**config.mk**
```make
export PLATFORM = sky130hd
export DESIGN_NAME = ovf_top
export DESIGN_NICKNAME = d
export VERILOG_FILES = /design/src/ovf_pkg.sv /design/src/ovf_delay_timer.sv /design/src/ovf_level_detect.sv /design/src/ovf_top.sv
export SDC_FILE = /design/constraint.sdc
export NUM_CORES = 1
export LEC_CHECK = 0
export ABC_AREA = 1
export ABC_CLOCK_PERIOD_IN_PS = 5200
export BUFFER_PORTS_ARGS = -buffer_cell sky130_fd_sc_hd__buf_4
export CORE_MARGIN = 4
export CORE_UTILIZATION = 30
export DETAILED_ROUTE_END_ITERATION = 16
export PLACE_DENSITY = 0.48
export SETUP_SLACK_MARGIN = 0.15
export SYNTH_ARGS = -nofsm -noshare
export SYNTH_HDL_FRONTEND = slang
export SYNTH_SLANG_ARGS = --single-unit
```
**constraint.sdc**
```tcl
create_clock -name clk -period 5.2 [get_ports clk]
set_input_delay 0.78 -clock clk [delete_from_list [all_inputs] [get_ports clk]]
set_output_delay 0.78 -clock clk [all_outputs]
set_load 0.01 [all_outputs]
```
**src/ovf_pkg.sv**
```systemverilog
// Constants and register map of the three-phase definite-time overvoltage block
package ovf_pkg;

  // Clock and timer base
  localparam int unsigned CLK_HZ      = 40_000_000;
  localparam int unsigned DELAY_UNIT_MS = 1;
  localparam int unsigned MS_CYCLES   = CLK_HZ / 1000 * DELAY_UNIT_MS;

  // Widths
  localparam int RMS_W   = 16;
  localparam int LEVEL_W = 8;
  localparam int RATIO_W = 4;
  localparam int DELAY_W = 16;
  localparam int TICK_W  = 16;
  localparam int ADDR_W  = 8;

  // Register byte offsets
  localparam logic [ADDR_W-1:0] CTRL_OFF   = 8'h00;
  localparam logic [ADDR_W-1:0] LEVEL_OFF  = 8'h04;
  localparam logic [ADDR_W-1:0] RATIO_OFF  = 8'h08;
  localparam logic [ADDR_W-1:0] DELAY_OFF  = 8'h0c;
  localparam logic [ADDR_W-1:0] STATUS_OFF = 8'h10;

  // Control fields
  localparam int CTRL_OPER_BIT  = 0;
  localparam int CTRL_STONLY_BIT = 1;
  localparam int CTRL_PTP_BIT   = 2;

  // Status fields
  localparam int ST_START_LSB = 0;
  localparam int ST_GEN_START = 3;
  localparam int ST_GEN_TRIP  = 4;
  localparam int ST_TRIP_LSB  = 5;
  localparam int ST_BLOCK     = 8;
  localparam int ST_PTP       = 9;

  // Setting ranges and defaults
  localparam logic [LEVEL_W-1:0] LEVEL_MIN = 8'h1e;
  localparam logic [LEVEL_W-1:0] LEVEL_MAX = 8'h82;
  localparam logic [LEVEL_W-1:0] LEVEL_DEF = 8'h6e;
  localparam logic [RATIO_W-1:0] RATIO_MIN = 4'h1;
  localparam logic [RATIO_W-1:0] RATIO_MAX = 4'ha;
  localparam logic [RATIO_W-1:0] RATIO_DEF = 4'h5;
  localparam logic [DELAY_W-1:0] DELAY_MAX = 16'hea60;
  localparam logic [DELAY_W-1:0] DELAY_DEF = 16'h0064;
  localparam logic               STONLY_DEF = 1'b0;
  localparam logic               PTP_DEF   = 1'b1;

  // Magnitude scale: one rms unit is 0.01 % of nominal
  localparam logic [RMS_W-1:0] RMS_PER_PCT = 16'h0064;
  localparam logic [RMS_W-1:0] PCT_FULL    = 16'h0064;

  typedef enum logic {
    OVF_OP_OFF = 1'b0,
    OVF_OP_ON  = 1'b1
  } ovf_oper_t;

endpackage : ovf_pkg

```
**src/ovf_delay_timer.sv**
```systemverilog
// Per-phase definite delay timer counting millisecond ticks
`timescale 1ns/1ps
`default_nettype none
module ovf_delay_timer (
  // Clock and reset
  input  wire logic                       clk,
  input  wire logic                       nrst,
  // Control
  input  wire logic                       run,
  input  wire logic                       tick,
  input  wire logic [ovf_pkg::DELAY_W-1:0] delay,
  // Expiry
  output logic                            expired
);
  typedef struct packed {
    logic [ovf_pkg::DELAY_W-1:0] cnt;
    logic                        expired;
  } ovf_tmr_state_t;

  ovf_tmr_state_t q, d;

  always_comb begin
    d = q;
    if (!run) begin
      d.cnt = '0;
    end else if (tick && q.cnt < delay) begin
      d.cnt = q.cnt + 16'h0001;
    end
    d.expired = run && d.cnt >= delay;
  end

  always_ff @(posedge clk or negedge nrst) begin
    if (!nrst) begin
      q <= '0;
    end else begin
      q <= d;
    end
  end

  assign expired = q.expired;

  restart_zero_a: assert property (@(posedge clk) disable iff (!nrst)
    !run |=> q.cnt == '0 && !expired)
    else $error("timer did not restart from zero");
  no_early_a: assert property (@(posedge clk) disable iff (!nrst)
    expired |-> q.cnt >= $past(delay))
    else $error("delay expired early");

endmodule : ovf_delay_timer
`default_nettype wire

```
**src/ovf_level_detect.sv**
```systemverilog
// Per-phase overvoltage start detector with drop-off hysteresis
`timescale 1ns/1ps
`default_nettype none
module ovf_level_detect (
  // Clock and reset
  input  wire logic                     clk,
  input  wire logic                     nrst,
  // Measurement and thresholds
  input  wire logic                     enable,
  input  wire logic [ovf_pkg::RMS_W-1:0] rms_value,
  input  wire logic [ovf_pkg::RMS_W-1:0] pick_thr,
  input  wire logic [ovf_pkg::RMS_W-1:0] drop_thr,
  // Start flag
  output logic                          start
);
  typedef struct packed {
    logic start;
  } ovf_det_state_t;

  ovf_det_state_t q, d;

  always_comb begin
    d = q;
    if (!enable) begin
      d.start = 1'b0;
    end else if (!q.start && rms_value > pick_thr) begin
      d.start = 1'b1;
    end else if (q.start && rms_value <= drop_thr) begin
      d.start = 1'b0;
    end
  end

  always_ff @(posedge clk or negedge nrst) begin
    if (!nrst) begin
      q <= '0;
    end else begin
      q <= d;
    end
  end

  assign start = q.start;

  start_rise_a: assert property (@(posedge clk) disable iff (!nrst)
    $rose(start) |-> $past(enable) && $past(rms_value > pick_thr))
    else $error("start rose without overvoltage");
  drop_hyst_a: assert property (@(posedge clk) disable iff (!nrst)
    $fell(start) && $past(enable) |-> $past(rms_value <= drop_thr))
    else $error("start fell above drop-off level");

endmodule : ovf_level_detect
`default_nettype wire

```
**src/ovf_top.sv**
```systemverilog
// Three-phase definite-time overvoltage decision block with APB settings
`timescale 1ns/1ps
`default_nettype none
module ovf_top #(
  parameter int unsigned TICK_CYCLES = ovf_pkg::MS_CYCLES
) (
  // Clock and reset
  input  wire logic                        clk,
  input  wire logic                        nrst,
  // APB slave
  input  wire logic                        psel,
  input  wire logic                        penable,
  input  wire logic                        pwrite,
  input  wire logic [ovf_pkg::ADDR_W-1:0]  paddr,
  input  wire logic [31:0]                 pwdata,
  output logic      [31:0]                 prdata,
  output logic                             pready,
  output logic                             pslverr,
  // Measured magnitudes
  input  wire logic [ovf_pkg::RMS_W-1:0]   phase_a_rms,
  input  wire logic [ovf_pkg::RMS_W-1:0]   phase_b_rms,
  input  wire logic [ovf_pkg::RMS_W-1:0]   phase_c_rms,
  // Blocking
  input  wire logic                        block_input,
  // Decision outputs
  output logic                             phase_a_start,
  output logic                             phase_b_start,
  output logic                             phase_c_start,
  output logic                             general_start,
  output logic                             general_trip,
  output logic                             phase_to_phase_mode
);

  typedef struct packed {
    ovf_pkg::ovf_oper_t                 oper;
    logic                               stonly;
    logic                               ptp;
    logic [ovf_pkg::LEVEL_W-1:0]        level;
    logic [ovf_pkg::RATIO_W-1:0]        ratio;
    logic [ovf_pkg::DELAY_W-1:0]        delay;
    logic [ovf_pkg::TICK_W-1:0]         tick_cnt;
    logic                               tick;
    logic                               gen_start;
    logic                               gen_trip;
    logic [31:0]                        rdata;
    logic                               err;
  } ovf_top_state_t;

  localparam ovf_top_state_t RST = '{
    oper:      ovf_pkg::OVF_OP_OFF,
    stonly:    ovf_pkg::STONLY_DEF,
    ptp:       ovf_pkg::PTP_DEF,
    level:     ovf_pkg::LEVEL_DEF,
    ratio:     ovf_pkg::RATIO_DEF,
    delay:     ovf_pkg::DELAY_DEF,
    tick_cnt:  '0,
    tick:      1'b0,
    gen_start: 1'b0,
    gen_trip:  1'b0,
    rdata:     '0,
    err:       1'b0
  };

  ovf_top_state_t q, d;

  logic                        fn_en;
  logic [2:0]                  starts;
  logic [2:0]                  trips;
  logic [ovf_pkg::RMS_W-1:0]   pick_thr;
  logic [ovf_pkg::RMS_W-1:0]   drop_thr;
  logic                        setup;
  logic                        access;
  logic [31:0]                 ctrl_word;
  logic [31:0]                 status_word;
  logic                        phase_a_trip_internal;
  logic                        phase_b_trip_internal;
  logic                        phase_c_trip_internal;

  // Function runs only when switched on and not blocked
  assign fn_en = (q.oper == ovf_pkg::OVF_OP_ON) && !block_input;

  // Thresholds in rms units
  assign pick_thr = 16'(16'(q.level) * ovf_pkg::RMS_PER_PCT);
  assign drop_thr = 16'(16'(q.level) * 16'(ovf_pkg::PCT_FULL - 16'(q.ratio)));

  ovf_level_detect u_det_a (
    .clk       (clk),
    .nrst      (nrst),
    .enable    (fn_en),
    .rms_value (phase_a_rms),
    .pick_thr  (pick_thr),
    .drop_thr  (drop_thr),
    .start     (starts[0])
  );

  ovf_level_detect u_det_b (
    .clk       (clk),
    .nrst      (nrst),
    .enable    (fn_en),
    .rms_value (phase_b_rms),
    .pick_thr  (pick_thr),
    .drop_thr  (drop_thr),
    .start     (starts[1])
  );

  ovf_level_detect u_det_c (
    .clk       (clk),
    .nrst      (nrst),
    .enable    (fn_en),
    .rms_value (phase_c_rms),
    .pick_thr  (pick_thr),
    .drop_thr  (drop_thr),
    .start     (starts[2])
  );

  // Timers run only while the phase stays started
  ovf_delay_timer u_tmr_a (
    .clk     (clk),
    .nrst    (nrst),
    .run     (starts[0] && fn_en),
    .tick    (q.tick),
    .delay   (q.delay),
    .expired (phase_a_trip_internal)
  );

  ovf_delay_timer u_tmr_b (
    .clk     (clk),
    .nrst    (nrst),
    .run     (starts[1] && fn_en),
    .tick    (q.tick),
    .delay   (q.delay),
    .expired (phase_b_trip_internal)
  );

  ovf_delay_timer u_tmr_c (
    .clk     (clk),
    .nrst    (nrst),
    .run     (starts[2] && fn_en),
    .tick    (q.tick),
    .delay   (q.delay),
    .expired (phase_c_trip_internal)
  );

  // Phase trips get no output port; they leave only as status bits and through the general trip
  assign trips = {phase_c_trip_internal, phase_b_trip_internal, phase_a_trip_internal};

  assign setup  = psel && !penable;
  assign access = psel && penable;

  always_comb begin
    ctrl_word = '0;
    ctrl_word[ovf_pkg::CTRL_OPER_BIT]   = q.oper;
    ctrl_word[ovf_pkg::CTRL_STONLY_BIT] = q.stonly;
    ctrl_word[ovf_pkg::CTRL_PTP_BIT]    = q.ptp;
  end

  always_comb begin
    status_word = '0;
    status_word[ovf_pkg::ST_START_LSB +: 3] = starts;
    status_word[ovf_pkg::ST_GEN_START]      = q.gen_start;
    status_word[ovf_pkg::ST_GEN_TRIP]       = q.gen_trip;
    status_word[ovf_pkg::ST_TRIP_LSB +: 3]  = trips;
    status_word[ovf_pkg::ST_BLOCK]          = block_input;
    status_word[ovf_pkg::ST_PTP]            = q.ptp;
  end

  always_comb begin
    d = q;

    // Millisecond tick divider
    d.tick = 1'b0;
    if (q.tick_cnt == 16'(TICK_CYCLES - 1)) begin
      d.tick_cnt = '0;
      d.tick     = 1'b1;
    end else begin
      d.tick_cnt = q.tick_cnt + 16'h0001;
    end

    // General outputs
    d.gen_start = fn_en && (|starts);
    d.gen_trip  = fn_en && !q.stonly && (|trips);

    // Read data and error are settled in the setup cycle
    if (setup) begin
      d.rdata = '0;
      d.err   = 1'b0;
      case (paddr)
        ovf_pkg::CTRL_OFF: begin
          d.rdata = ctrl_word;
        end
        ovf_pkg::LEVEL_OFF: begin
          d.rdata = 32'(q.level);
          if (pwrite && (pwdata[ovf_pkg::LEVEL_W-1:0] < ovf_pkg::LEVEL_MIN ||
                         pwdata[ovf_pkg::LEVEL_W-1:0] > ovf_pkg::LEVEL_MAX)) begin
            d.err = 1'b1;
          end
        end
        ovf_pkg::RATIO_OFF: begin
          d.rdata = 32'(q.ratio);
          if (pwrite && (pwdata[ovf_pkg::RATIO_W-1:0] < ovf_pkg::RATIO_MIN ||
                         pwdata[ovf_pkg::RATIO_W-1:0] > ovf_pkg::RATIO_MAX)) begin
            d.err = 1'b1;
          end
        end
        ovf_pkg::DELAY_OFF: begin
          d.rdata = 32'(q.delay);
          if (pwrite && pwdata[ovf_pkg::DELAY_W-1:0] > ovf_pkg::DELAY_MAX) begin
            d.err = 1'b1;
          end
        end
        ovf_pkg::STATUS_OFF: begin
          d.rdata = status_word;
          if (pwrite) begin
            d.err = 1'b1;
          end
        end
        default: begin
          d.err = 1'b1;
        end
      endcase
    end

    // Writes take effect at the access edge unless refused
    if (access && pwrite && !q.err) begin
      case (paddr)
        ovf_pkg::CTRL_OFF: begin
          d.oper   = ovf_pkg::ovf_oper_t'(pwdata[ovf_pkg::CTRL_OPER_BIT]);
          d.stonly = pwdata[ovf_pkg::CTRL_STONLY_BIT];
          d.ptp    = pwdata[ovf_pkg::CTRL_PTP_BIT];
        end
        ovf_pkg::LEVEL_OFF: begin
          d.level = pwdata[ovf_pkg::LEVEL_W-1:0];
        end
        ovf_pkg::RATIO_OFF: begin
          d.ratio = pwdata[ovf_pkg::RATIO_W-1:0];
        end
        ovf_pkg::DELAY_OFF: begin
          d.delay = pwdata[ovf_pkg::DELAY_W-1:0];
        end
        default: begin
        end
      endcase
    end
  end

  always_ff @(posedge clk or negedge nrst) begin
    if (!nrst) begin
      q <= RST;
    end else begin
      q <= d;
    end
  end

  // Zero-wait-state slave
  assign pready  = 1'b1;
  assign prdata  = q.rdata;
  assign pslverr = access && q.err;

  assign phase_a_start       = starts[0];
  assign phase_b_start       = starts[1];
  assign phase_c_start       = starts[2];
  assign general_start       = q.gen_start;
  assign general_trip        = q.gen_trip;
  // Tells the upstream stage which magnitudes to deliver
  assign phase_to_phase_mode = q.ptp;

  gen_start_or_a: assert property (@(posedge clk) disable iff (!nrst)
    general_start == $past(fn_en && (|starts)))
    else $error("general start is not the OR of phase starts");

  gen_trip_a: assert property (@(posedge clk) disable iff (!nrst)
    general_trip |-> $past(|trips) && !$past(q.stonly))
    else $error("general trip without expired phase");

  trip_follows_a: assert property (@(posedge clk) disable iff (!nrst)
    fn_en && !q.stonly && (|trips) |=> general_trip)
    else $error("expired delay did not trip");

  off_quiet_a: assert property (@(posedge clk) disable iff (!nrst)
    (q.oper == ovf_pkg::OVF_OP_OFF) ##1 (q.oper == ovf_pkg::OVF_OP_OFF)
    |=> !general_start && !general_trip && !phase_a_start)
    else $error("outputs active while switched off");

  block_quiet_a: assert property (@(posedge clk) disable iff (!nrst)
    block_input ##1 block_input |=> !general_start && !general_trip && (starts == 3'b000))
    else $error("outputs active while blocked");

  start_only_a: assert property (@(posedge clk) disable iff (!nrst)
    q.stonly && $past(q.stonly) |-> !general_trip)
    else $error("trip in start-only mode");

  level_range_a: assert property (@(posedge clk) disable iff (!nrst)
    access && pwrite && paddr == ovf_pkg::LEVEL_OFF &&
    pwdata[ovf_pkg::LEVEL_W-1:0] > ovf_pkg::LEVEL_MAX |=> q.level == $past(q.level))
    else $error("out-of-range level accepted");

  delay_range_a: assert property (@(posedge clk) disable iff (!nrst)
    access && pwrite && paddr == ovf_pkg::DELAY_OFF && !pslverr
    |=> q.delay == $past(pwdata[ovf_pkg::DELAY_W-1:0]) && q.delay <= ovf_pkg::DELAY_MAX)
    else $error("delay write not stored");

  tick_gap_a: assert property (@(posedge clk) disable iff (!nrst)
    q.tick |=> !q.tick)
    else $error("millisecond tick too frequent");

  ratio_range_a: assert property (@(posedge clk) disable iff (!nrst)
    access && pwrite && paddr == ovf_pkg::RATIO_OFF && (pwdata[ovf_pkg::RATIO_W-1:0] < ovf_pkg::RATIO_MIN ||
    pwdata[ovf_pkg::RATIO_W-1:0] > ovf_pkg::RATIO_MAX) |=> q.ratio == $past(q.ratio))
    else $error("out-of-range ratio accepted");

  level_store_a: assert property (@(posedge clk) disable iff (!nrst)
    access && pwrite && paddr == ovf_pkg::LEVEL_OFF && !pslverr
    |=> q.level == $past(pwdata[ovf_pkg::LEVEL_W-1:0]))
    else $error("level write not stored");

  trip_clear_a: assert property (@(posedge clk) disable iff (!nrst)
    $fell(starts[0]) |=> !phase_a_trip_internal)
    else $error("phase delay kept running after drop-off");

  start_enable_a: assert property (@(posedge clk) disable iff (!nrst)
    !fn_en |=> starts == 3'b000)
    else $error("start while function disabled");

endmodule : ovf_top
`default_nettype wire

```
==> results of run 1 <==
-- worst reg2reg max path: cells and delay by family (launching register included) --
family	cells	cell delay, ps
AOI/OAI and AO/OA	4	380
xor gates and xnor gates	1	210
adders and majority gates	6	2490
buffers and inverters	6	620
DFF	1	390
and+or+nand+nor	9	860
-- flip-flops by register name, summed over array words and instances, names as in the netlist, 2 cells and up --
name / cells
ctrl_word: 2
prdata: 16
q: 46
u_tmr_a.q: 16
u_tmr_b.q: 16
u_tmr_c.q: 16
-- final cells by class --
cell class,count,area (µm²),area share
clock buffer,18,429,0.0264
clock inverter,14,195,0.0120
inverter,274,1030,0.0636
multi-input combinational,1334,9550,0.587
sequential,121,3040,0.187
tap,592,741,0.0456
timing repair buffer,165,1260,0.0778
-- cells by family after synthesis --
| logic type | after synthesis |
|---|---|
| simple gates | 699 |
| buf+inv | 335 |
| other cells | 2 |
| fa+ha+maj | 276 |
| xor+xnor | 54 |
| compound gates | 288 |
| flops | 121 |
-- path summary, 6_finish.rpt --
path                            slack [ps]                        end
worst max-delay path                   140  u_det_b.start$_DFFE_PN0P_
worst min-delay path                   410    u_tmr_b.q[13]$_DFF_PN0_
worst max register to register         140  u_det_b.start$_DFFE_PN0P_
worst min register to register         470            q[36]$_DFF_PN0_
max in group asynchronous             3660          q[59]$_DFFE_PN0P_
min in group clk                       470            q[36]$_DFF_PN0_
-- layer usage --
metal	up-vias	track usage	share of wire
li1	6207	-	-
met5	-	0	0.00032
met4	2	0.0362	0.017
met1	5772	0.247	0.49
met3	41	0.0317	0.056
met2	269	0.261	0.44
-- timing repair --
action | in CTS | in global routing
hold buffers | 0 | 0
pin swaps | 51 | 64
setup endpoints to repair | 3 | 3
setup buffers | 10 | 3
resized for setup | 73 | 64
-- cell usage in the layout, fill, tap and decap left out, drive strengths merged --
cell type and n:
o2111ai 1, o221ai 5, fa 33, inv 276, or2 3, a211oi 8
bufinv 4, nor3 31, o211ai 10, nor2 143, and2 1, xor2 32
nand4 71, nand2 330, a311oi 1, nand3 104, o221a 1, nor4 9
ha 243, clkinvlp 1, a21oi 157, dfstp 11, nor3b 5, and3 1
dfrtp 110, clkinv 7, conb 17, or3 1, clkbuf 18, o21ai 77
o22ai 11, o31ai 9, a21o 3, xnor2 22, buf 165, a221oi 2
o21a 3
-- metrics by stage --
step / hold slack (ps) / setup slack [ps] / utilization / instances
floorplan: 433 / 157 / - / 1790
global placement: 451 / -268 / 0.338 / 2473
detailed placement: 461 / -300 / 0.338 / 2473
CTS: 436 / 134 / 0.362 / 2515
global route: 469 / -73.0 / 0.368 / 2518
finish: 410 / 136 / 0.368 / 2518
-- power breakdown --
part           leakage [nW]  internal (W)  switching [W]  total (W)
Clock                 0.305      0.000806       0.000484    0.00129
Sequential             1.61      0.000948     0.00000550   0.000953
Combinational          6.09      0.000124       0.000172   0.000295
Total                  8.00       0.00188       0.000661    0.00254
==> summary.md, run 1 <==
| Metric | Value |
|---|---|
| Status | completed |
| Combinational family with the most area after synthesis | adder cells |
| Primary FF master, synth | dfrtp_1 |
| Levels on crit path | 26 |
| P per Cell Area | roughly 160 nW/µm² |
| Max VDD drop | 0.000204 V |
| Port Buffer Count | 100 |
| Initial antenna violation count | 1 |
| Synth Instances | 1775 |
| Worst rel slew slack | 0.414 |
| Sink Count | around 120 |
| Synth Area in Adders | 0.277 |
| Async set-reset flop share out of synthesis | 1.00 |
| Final wirelength | around 40000 µm |
| Total gr overflow | 0 |
| Clk pin slew, worst setup/hold paths | 60 ps |
| Die X | about 220 µm |
| CP startpoint | q[69]$_DFFE_PN0P_ |
| Buf+Inv Stages, Crit Path | 6 |
| Residual DRC | 0 |
| Xor/xnor share of the synthesized area | 0.0354 |
| Worst Path Required | 5520 ps |
| Syn-to-layout area delta | 21.7% |
| Final worst path period share | 0.974 |
| Synth Area in Simple Gates | 0.235 |
| Critical Path Slowest Stage Cell | fa_1 |
| ANT cells | 0 |
| Max FO, Critical Path | 5 |
| 1st-iter DRT viols | 622 |
| Design Area, Final | 16300 µm² |
| Sequential area share after synthesis | 0.228 |
| Slew Viols, Final | 0 |
| Total Power | roughly 0.0025 W |
| Critical path's top delay family | adder cells |
| RePlAce Congestion | 0.873 |
| Post-layout minimum cycle time | 5060 ps |
| Die area | around 48000 µm² |
| Post-route ant nets | 0 |
| First-pass GRT wire length | between 60000 and 70000 µm |
| Synth unique cells | 46 |
| WS Path Type | flip-flop to flip-flop |
| Row count | 77 |
| Total of max-cap violations | 0 |
| Fmax | 0.197 GHz |
| Worst-margin pin slew | between 800 and 900 ps |
| Synth area leaders | ha_1, dfrtp_1, nand2_1 |
| RSZ-0062 raised after global routing | true |
| Synth top area share | 0.228 |
| Yosys top cell by area | ha_1 |
| Multiplexer share of the synthesized area | 0 |
| Vias in the first global route | around 12000 |
| Clk buf depth | 2 |
| Htree depth | 4 |
| Post-synthesis compound-gate area fraction | 0.119 |
| DR vias/cell | 4.88 |
| Placed instance area | approximately 15000 µm² |
| CP endpoint kind | flip-flop |
| Most common cell in the netlist | nand2_1 |
| CP max stage delay | 520 ps |
| Detail Placement HPWL | 32600 µm |
| Vias | approximately 12000 |
| Post-Syn Area | approximately 13000 µm² |
| Sum Neg Setup Slack | 0 ps |
| Fin. Hold Viols | 0 |
| Mean area per synthesized cell | roughly 7.5 µm² |
| Share of layout cells above drive strength 1 | 0.175 |
| Final setup violation count | 0 |
| # IOs | 134 |
| Crit path DAT | 5390 ps |
| Core area | 44100 µm² |
| Worst skew pair latency | 430 ps |
| GR Util All Layers | 0.169 |
| Num CTS Buffers | 17 |
| Worst min-delay path class | input pin to asynchronous set/reset pin |
| Post-synth EDFFs | 0 |
| Seq cells post-synth | 121 |
| R2r worst-path depth | 26 |
| Average routed wire per standard cell | 16.0 µm |
| Pre-antenna DRT Iters | 5 |
| Synth warn | 0 |
| List of most frequent post-synthesis cells | nand2_1, inv_1, ha_1, a21oi_1, nor2_1 |
| Skew final | 7.57 ps |
| Initial core utilization | 0.303 |
| Reg-to-Reg Start | q[69]$_DFFE_PN0P_ |
| Die Ht | approximately 220 µm |
| CP Launch Type | flip-flop |
| Layout fillers | 4631 |
| Largest net degree at the start of global routing | 78 |
| TritonCTS clock tree | done |
| Leakage | 8.00 nW |
| CTS root buf | clkbuf_16 |
| Final #Nets | 2283 |
No activity file was read; power rests on OpenSTA's default activity.
==> inputs of run 2 (changes only) <==
--- a/config.mk
+++ b/config.mk
@@ -15,4 +15,5 @@
 export SETUP_SLACK_MARGIN = 0.15
 export SYNTH_ARGS = -nofsm -noshare
 export SYNTH_HDL_FRONTEND = slang
+export SYNTH_HIERARCHICAL = 1
 export SYNTH_SLANG_ARGS = --single-unit
==> run 2 against run 1 <==
The flow now finishes with violations (setup timing). Fmax fell by 5.4%. Cell count increased by 13%. Worst hold slack worse by 56 ps. First-iteration DRC count increased by 12%. Via count rose by 7.9%. Global-route usage shrank 0.58 points. Clock skew rose by 2.7 ps. Area after synthesis up 9.2%. Clock-buffer cell count increased by 3.
==> summary.md, run 2 <==
| Metric | Value |
|---|---|
| Final cell count without fillers | 2851 (was 2518) |
| List of most frequent post-synthesis cells | nand2_1, inv_1, ha_1, nor2_1, a21oi_1 (was nand2_1, inv_1, ha_1, a21oi_1, nor2_1) |
| Htree depth | 4 (unchanged) |
| Metal-1 WL | 20300 µm (was 19600 µm) |
| Mean area per synthesized cell | 6.99 µm² (was 7.52 µm²) |
| ANT cells | 0 (unchanged) |
| Clock power frac | 0.486 (was 0.508) |
| Sw Share | 0.267 (was 0.260) |
| Post-Place Worst Slack | -336 ps (was -300 ps) |
| Primary FF master, synth | dfrtp_1 (unchanged) |
| Final worst slack | -156 ps (was 136 ps) |
| Reg-to-Reg Start | q[68]$_DFFE_PN1P_ (was q[69]$_DFFE_PN0P_) |
| RePlAce Congestion | 0.842 (was 0.873) |
| Synth Area in Simple Gates | 0.276 (was 0.235) |
| CP Launch Type | flip-flop (unchanged) |
| Most frequent cells in the layout | nand2_1, inv_1, ha_1, nor2_1, buf_4 (was nand2_1, inv_1, ha_1, buf_4, a21oi_1) |
| Worst Path Required | 5520 ps (about the same) |
| Fin. Hold Viols | 0 (unchanged) |
| RSZ-0062 raised after global routing | true (unchanged) |
| First-pass GRT wire length | 69400 µm (was 64700 µm) |
| Async set-reset flop share out of synthesis | 1.00 (unchanged) |
| Pint | 0.00174 W (was 0.00188 W) |
| Placed instance area | 16300 µm² (was 14900 µm²) |
| Final wirelength | 42300 µm (was 40400 µm) |
| Worst skew pair latency | 430 ps (about the same) |
| CTS root buf | clkbuf_16 (unchanged) |
| Commonest non-fill, non-tap cell in the layout | nand2_1 (unchanged) |
| GR Util All Layers | 0.164 (was 0.169) |
| DR vias/cell | 4.65 (was 4.88) |
| Max Used Layer | met4 (was met5) |
| Clk buf depth | 2 (unchanged) |
| Met3 Wirelength | 1260 µm (was 2240 µm) |
| Slew Viols, Final | 0 (unchanged) |
| Max FO, Critical Path | 4 (was 5) |
| Synth area leaders | ha_1, dfrtp_1, nand2_1 (unchanged) |
| Pre-antenna DRT Iters | 5 (unchanged) |
| Synth top area share | 0.226 (was 0.228) |
| P per Cell Area | 138 nW/µm² (was 156 nW/µm²) |
| Post-route ant nets | 0 (unchanged) |
| Port Buffer Count | 100 (unchanged) |
| Detail Placement HPWL | 34300 µm (was 32600 µm) |
| Clk pin slew, worst setup/hold paths | 60 ps (about the same) |
| Combinational family with the most area after synthesis | simple AND/OR/NAND/NOR gates (was adder cells) |
| Leakage | 8.66 nW (was 8.00 nW) |
| WL met2 | 20000 µm (was 17800 µm) |
| CTS hold repair buffers | 0 (unchanged) |
| Worst-margin pin slew | 988 ps (was 878 ps) |
| Synth unique cells | 50 (was 46) |
| Initial core utilization | 0.305 (was 0.303) |
| Most common cell in the netlist | nand2_1 (unchanged) |
| Final #Nets | 2613 (was 2283) |
| Worst min-delay path class | input pin to asynchronous set/reset pin (unchanged) |
| Num CTS Buffers | 17 (unchanged) |
| Skew final | 10.3 ps (was 7.57 ps) |
| Xor/xnor share of the synthesized area | 0.0156 (was 0.0354) |
| Synth Area in Adders | 0.271 (was 0.277) |
| Final setup violation count | 3 (was 0) |
| Die Ht | 228 µm (was 219 µm) |
| WS Path Type | flip-flop to flip-flop (unchanged) |
| # placed instances | 2812 (was 2473) |
| Initial antenna violation count | 0 (was 1) |
| RR Endpoint | u_det_a/start$_DFFE_PN0P_ (was u_det_b.start$_DFFE_PN0P_) |
| Vias | 13300 (was 12300) |
| Die X | 228 µm (was 219 µm) |
| Reg-to-reg setup timing slack | -160 ps (was 140 ps) |
| Syn-to-layout area delta | 18.1% (was 21.7%) |
| Worst rel slew slack | 0.340 (was 0.414) |
| Die area | 52200 µm² (was 47900 µm²) |
| Final worst path period share | 1.03 (was 0.974) |
| Core area | 47800 µm² (was 44100 µm²) |
| Seq cells post-synth | 121 (unchanged) |
| R2r worst-path depth | 29 (was 26) |
| Multiplexer share of the synthesized area | 0 (unchanged) |
| Design Area, Final | 17200 µm² (was 16300 µm²) |
| Share of layout cells above drive strength 1 | 0.166 (was 0.175) |
| Post-layout minimum cycle time | 5360 ps (was 5060 ps) |
| Largest net degree at the start of global routing | 54 (was 78) |
| 1st-iter DRT viols | 699 (was 622) |
| Yosys top cell by area | ha_1 (unchanged) |
| Net load switching power | 0.000634 W (was 0.000661 W) |
| Row count | 80 (was 77) |
| Post-synthesis compound-gate area fraction | 0.0816 (was 0.119) |
| Vias in the first global route | 13200 (was 12100) |
| Total gr overflow | 0 (unchanged) |
| Critical Path Slowest Stage Cell | fa_1 (unchanged) |
| Synth Instances | 2084 (was 1775) |
| Average routed wire per standard cell | 14.9 µm (was 16.0 µm) |
| Synth warn | 6 (was 0) |
| Post-synth EDFFs | 0 (unchanged) |
| Sink Count | 121 (unchanged) |
| Worst hold slack | 354 ps (was 410 ps) |
| Combinational power share | 0.114 (was 0.116) |
| Residual DRC | 0 (unchanged) |
| CP endpoint kind | flip-flop (unchanged) |
| Most flops, register | q (unchanged) |
| Sequential area share after synthesis | 0.209 (was 0.228) |
| TritonCTS clock tree | done (unchanged) |
| CP max stage delay | 540 ps (was 520 ps) |
| Max reg flops | 46 (unchanged) |
| Max VDD drop | 0.000212 V (was 0.000204 V) |
| Total of max-cap violations | 0 (unchanged) |
| Seq pwr share | 0.400 (was 0.376) |
| # IOs | 134 (unchanged) |
| Crit path DAT | 5680 ps (was 5390 ps) |
| Failing checks | setup timing |
| Critical path's top delay family | adder cells (unchanged) |
| Status | finished, violations left (was completed) |
| Post-Syn Area | 14600 µm² (was 13400 µm²) |
| Buf+Inv Stages, Crit Path | 8 (was 6) |
| Fmax | 0.187 GHz (was 0.197 GHz) |
run 2: how the worst max path moves through the flow:
stage,from,to,slack (ps),cells past startpoint
CTS,q[68]$_DFFE_PN1P_,u_det_a/start$_DFFE_PN0P_,-150,31
global route,q[68]$_DFFE_PN1P_,u_det_c/start$_DFFE_PN0P_,-440,33
global placement,q[69]$_DFFE_PN0P_,u_det_a/start$_DFFE_PN0P_,-330,27
floorplan,q[70]$_DFFE_PN1P_,u_det_a/start$_DFFE_PN0P_,150,31
finish,q[68]$_DFFE_PN1P_,u_det_a/start$_DFFE_PN0P_,-160,29
detailed placement,q[69]$_DFFE_PN0P_,u_det_a/start$_DFFE_PN0P_,-340,29
run 2: power groups by stage:
stage | sequential [W] | combinational [W] | clock, W
floorplan | 0.000964 | 0.000135 | 0
global placement | 0.000965 | 0.000245 | 0
detailed placement | 0.000965 | 0.000251 | 0
CTS | 0.000949 | 0.000267 | 0.00119
global route | 0.000948 | 0.000308 | 0.00123
finish | 0.000949 | 0.000271 | 0.00115
run 2: cells by family after synthesis:
group,Yosys count
simple gates,903
buf+inv,518
fa+ha+maj,296
compound gates,218
flops,121
xor+xnor,26
other cells,2
run 2: what timing repair did:
| action | in CTS | in global routing |
|---|---|---|
| endpoints found under the setup margin | 3 | 3 |
| setup buffers | 6 | 1 |
| gates resized for setup | 57 | 24 |
| pin swaps | 61 | 30 |
run 2: metrics by stage:
step,TNS [ps],total power (W),utilization
finish,-396,0.00237,0.360
global placement,-827,0.00121,0.340
detailed placement,-871,0.00122,0.340
CTS,-407,0.00240,0.358
floorplan,0,0.00110,-
global route,-1310,0.00249,0.360
run 2: cell type report:
cell class                      count  area [µm²]
Clock buffer                       21         460
Clock inverter                     11         100
Fill cell                        5113       30600
Inverter                          452        1700
Multi-Input combinational cell   1469        9920
Sequential cell                   121        3040
Tap cell                          615         769
Timing Repair Buffer              162        1220
run 2: per-layer routing:
metal | vias to the layer above | global-route usage
met5 | - | 0
met4 | 0 | 0.0429
met3 | 40 | 0.0191
met2 | 197 | 0.276
met1 | 6189 | 0.223
li1 | 6839 | -
==> inputs of run 3 (changes only) <==
--- a/config.mk
+++ b/config.mk
@@ -9,9 +9,10 @@
 export ABC_CLOCK_PERIOD_IN_PS = 5200
 export BUFFER_PORTS_ARGS = -buffer_cell sky130_fd_sc_hd__buf_4
 export CORE_MARGIN = 4
-export CORE_UTILIZATION = 30
+export CORE_UTILIZATION = 40
+export CTS_CLUSTER_SIZE = 40
 export DETAILED_ROUTE_END_ITERATION = 16
-export PLACE_DENSITY = 0.48
+export PLACE_DENSITY = 0.6
 export SETUP_SLACK_MARGIN = 0.15
 export SYNTH_ARGS = -nofsm -noshare
 export SYNTH_HDL_FRONTEND = slang
==> constraint.sdc (replaced) <==
create_clock -name clk -period 5.2 [get_ports clk]
set_input_delay 0.26 -clock clk [delete_from_list [all_inputs] [get_ports clk]]
set_output_delay 0.26 -clock clk [all_outputs]
set_load 0.01 [all_outputs]
==> run 3 against run 2 <==
The flow still finishes with violations (setup timing). Clock skew grew 1.2 ps. First-iteration DRC count decreased by 4.9%. Utilization up 12 points. Die area shrank 24%. Global-route usage grew 3.9 points. Sequential cell count unchanged. Setup slack better by 150 ps. Sequential power hardly changed. Non-clock buffer count shrank 8. Register-to-register slack gained 150 ps. Via count is 0.74% higher. Cell count decreased by 5.7%.
==> summary.md, run 3 (same netlist as run 2, synthesis figures left out) <==
| Metric | Value |
|---|---|
| Worst skew pair latency | 430 ps (about the same) |
| Num CTS Buffers | 17 (unchanged) |
| Worst Path Required | 5560 ps (was 5520 ps) |
| Clk pin slew, worst setup/hold paths | 70 ps (was 60 ps) |
| Port Buffer Count | 100 (unchanged) |
| Worst-margin pin slew | 1000 ps (was 988 ps) |
| Initial antenna violation count | 0 (unchanged) |
| Critical Path Slowest Stage Cell | dfstp_2 (was fa_1) |
| CP Launch Type | flip-flop (unchanged) |
| Sink Count | 121 (unchanged) |
| Sum Neg Setup Slack | -5.63 ps (was -396 ps) |
| Clk buf depth | 2 (unchanged) |
| R2r worst-path depth | 30 (was 29) |
| Max reg flops | 46 (unchanged) |
| Share of layout cells above drive strength 1 | 0.181 (was 0.166) |
| Leakage | 8.67 nW (was 8.66 nW) |
| Fin. Hold Viols | 0 (unchanged) |
| Crit path DAT | 5570 ps (was 5680 ps) |
| Design Area, Final | 17200 µm² (about the same) |
| Detail Placement HPWL | 32000 µm (was 34300 µm) |
| Die X | 199 µm (was 228 µm) |
| WS Path Type | flip-flop to flip-flop (unchanged) |
| Residual DRC | 0 (unchanged) |
| Vias | 13400 (was 13300) |
| P per Cell Area | 136 nW/µm² (was 138 nW/µm²) |
| Failing checks | setup timing (unchanged) |
| Slew Viols, Final | 0 (unchanged) |
| Htree depth | 4 (unchanged) |
| GR Util All Layers | 0.203 (was 0.164) |
| Most frequent cells in the layout | nand2_1, inv_1, ha_1, nor2_1, buf_4 (unchanged) |
| Die area | 39600 µm² (was 52200 µm²) |
| Final worst slack | -5.63 ps (was -156 ps) |
| Core area | 35700 µm² (was 47800 µm²) |
| Worst hold slack | 0.766 ps (was 354 ps) |
| Initial core utilization | 0.408 (was 0.305) |
| Post-Place Worst Slack | -208 ps (was -336 ps) |
| Final #Nets | 2605 (was 2613) |
| Post-layout minimum cycle time | 5210 ps (was 5360 ps) |
| Largest net degree at the start of global routing | 75 (was 54) |
| Total gr overflow | 0 (unchanged) |
| Max VDD drop | 0.000223 V (was 0.000212 V) |
| Syn-to-layout area delta | 18.1% (about the same) |
| TritonCTS clock tree | done (unchanged) |
| Fmax | 0.192 GHz (was 0.187 GHz) |
| First-pass GRT wire length | 64500 µm (was 69400 µm) |
| Placed instance area | 16000 µm² (was 16300 µm²) |
| Final worst path period share | 1.00 (was 1.03) |
| Skew final | 11.5 ps (was 10.3 ps) |
| # IOs | 134 (unchanged) |
| Pre-antenna DRT Iters | 5 (unchanged) |
| Total of max-cap violations | 0 (unchanged) |
| Post-route ant nets | 0 (unchanged) |
| RSZ-0062 raised after global routing | true (unchanged) |
| Worst rel slew slack | 0.331 (was 0.340) |
| CTS root buf | clkbuf_16 (unchanged) |
| Status | finished, violations left (unchanged) |
| Vias in the first global route | 13000 (was 13200) |
| Final wirelength | 40300 µm (was 42300 µm) |
| Die Ht | 199 µm (was 228 µm) |
| Commonest non-fill, non-tap cell in the layout | nand2_1 (unchanged) |
| Row count | 69 (was 80) |
| DR vias/cell | 4.97 (was 4.65) |
| CP max stage delay | 550 ps (was 540 ps) |
| Max FO, Critical Path | 4 (unchanged) |
| Most flops, register | q (unchanged) |
| Worst min-delay path class | input pin to asynchronous set/reset pin (unchanged) |
| CP endpoint kind | flip-flop (unchanged) |
| Layout fillers | 3562 (was 5113) |
| 1st-iter DRT viols | 665 (was 699) |
| RePlAce Congestion | 0.882 (was 0.842) |
| ANT cells | 0 (unchanged) |
| Final setup violation count | 1 (was 3) |
| Average routed wire per standard cell | 15.0 µm (was 14.9 µm) |
run 3: area by class of cell:
class,count,area [µm²],share of cell area
clock buffers,18,429,0.0249
repair buffers,154,1170,0.0683
well taps,461,577,0.0335
flip-flops and latches,121,3040,0.177
inverters,452,1700,0.0989
clock inverters,14,116,0.00676
multi-input cells,1469,10200,0.591
run 3: timing repair:
action                                  4_1_cts  5_1_grt
buffers inserted                              7        5
hold buffers                                  0        0
pin swaps                                    67       67
gates resized for setup                      61       76
endpoints found under the setup margin        3        3
run 3: worst paths after layout:
path	start	to	slack, ps
setup / recovery	q[68]$_DFFE_PN1P_	u_det_a/start$_DFFE_PN0P_	-6
max in group asynchronous	nrst	q[71]$_DFFE_PN0P_	3950
min in group clk	pwdata[14]	q[66]$_DFFE_PN0P_	90
hold / removal	nrst	u_tmr_b/q[11]$_DFF_PN0_	0.8
hold reg to reg	q[50]$_DFF_PN0_	q[50]$_DFF_PN0_	470
setup reg to reg	q[68]$_DFFE_PN1P_	u_det_a/start$_DFFE_PN0P_	-6
run 3: where the power goes:
group / internal, W / switching (W)
clock network: 0.000620 / 0.000503
logic: 0.000115 / 0.000155
registers: 0.000945 / 0.00000301
run 3: routing by layer:
metal	global-route usage	routed length, µm	share of wire	up-vias
li1	-	-	-	6830
met1	0.275	19100	0.47	6211
met2	0.347	19200	0.48	270
met3	0.0239	1300	0.032	52
met4	0.0458	722	0.018	0
met5	0	0	0	-
run 3: metrics by stage:
stage,cells,total power [W],utilization
after floorplan,2108,0.00110,-
after global placement,2645,0.00120,0.446
after detailed placement,2645,0.00121,0.446
after CTS,2684,0.00235,0.470
after global routing,2689,0.00245,0.481
final,2689,0.00234,0.481
run 3: worst max-delay path, delay by kind of cell, from the launching register on:
family / cells / cell delay (ps)
flops: 1 / 550
buf+inv: 8 / 620
compound gates: 2 / 260
xor+xnor: 1 / 190
fa+ha+maj: 6 / 2490
simple gates: 13 / 1030
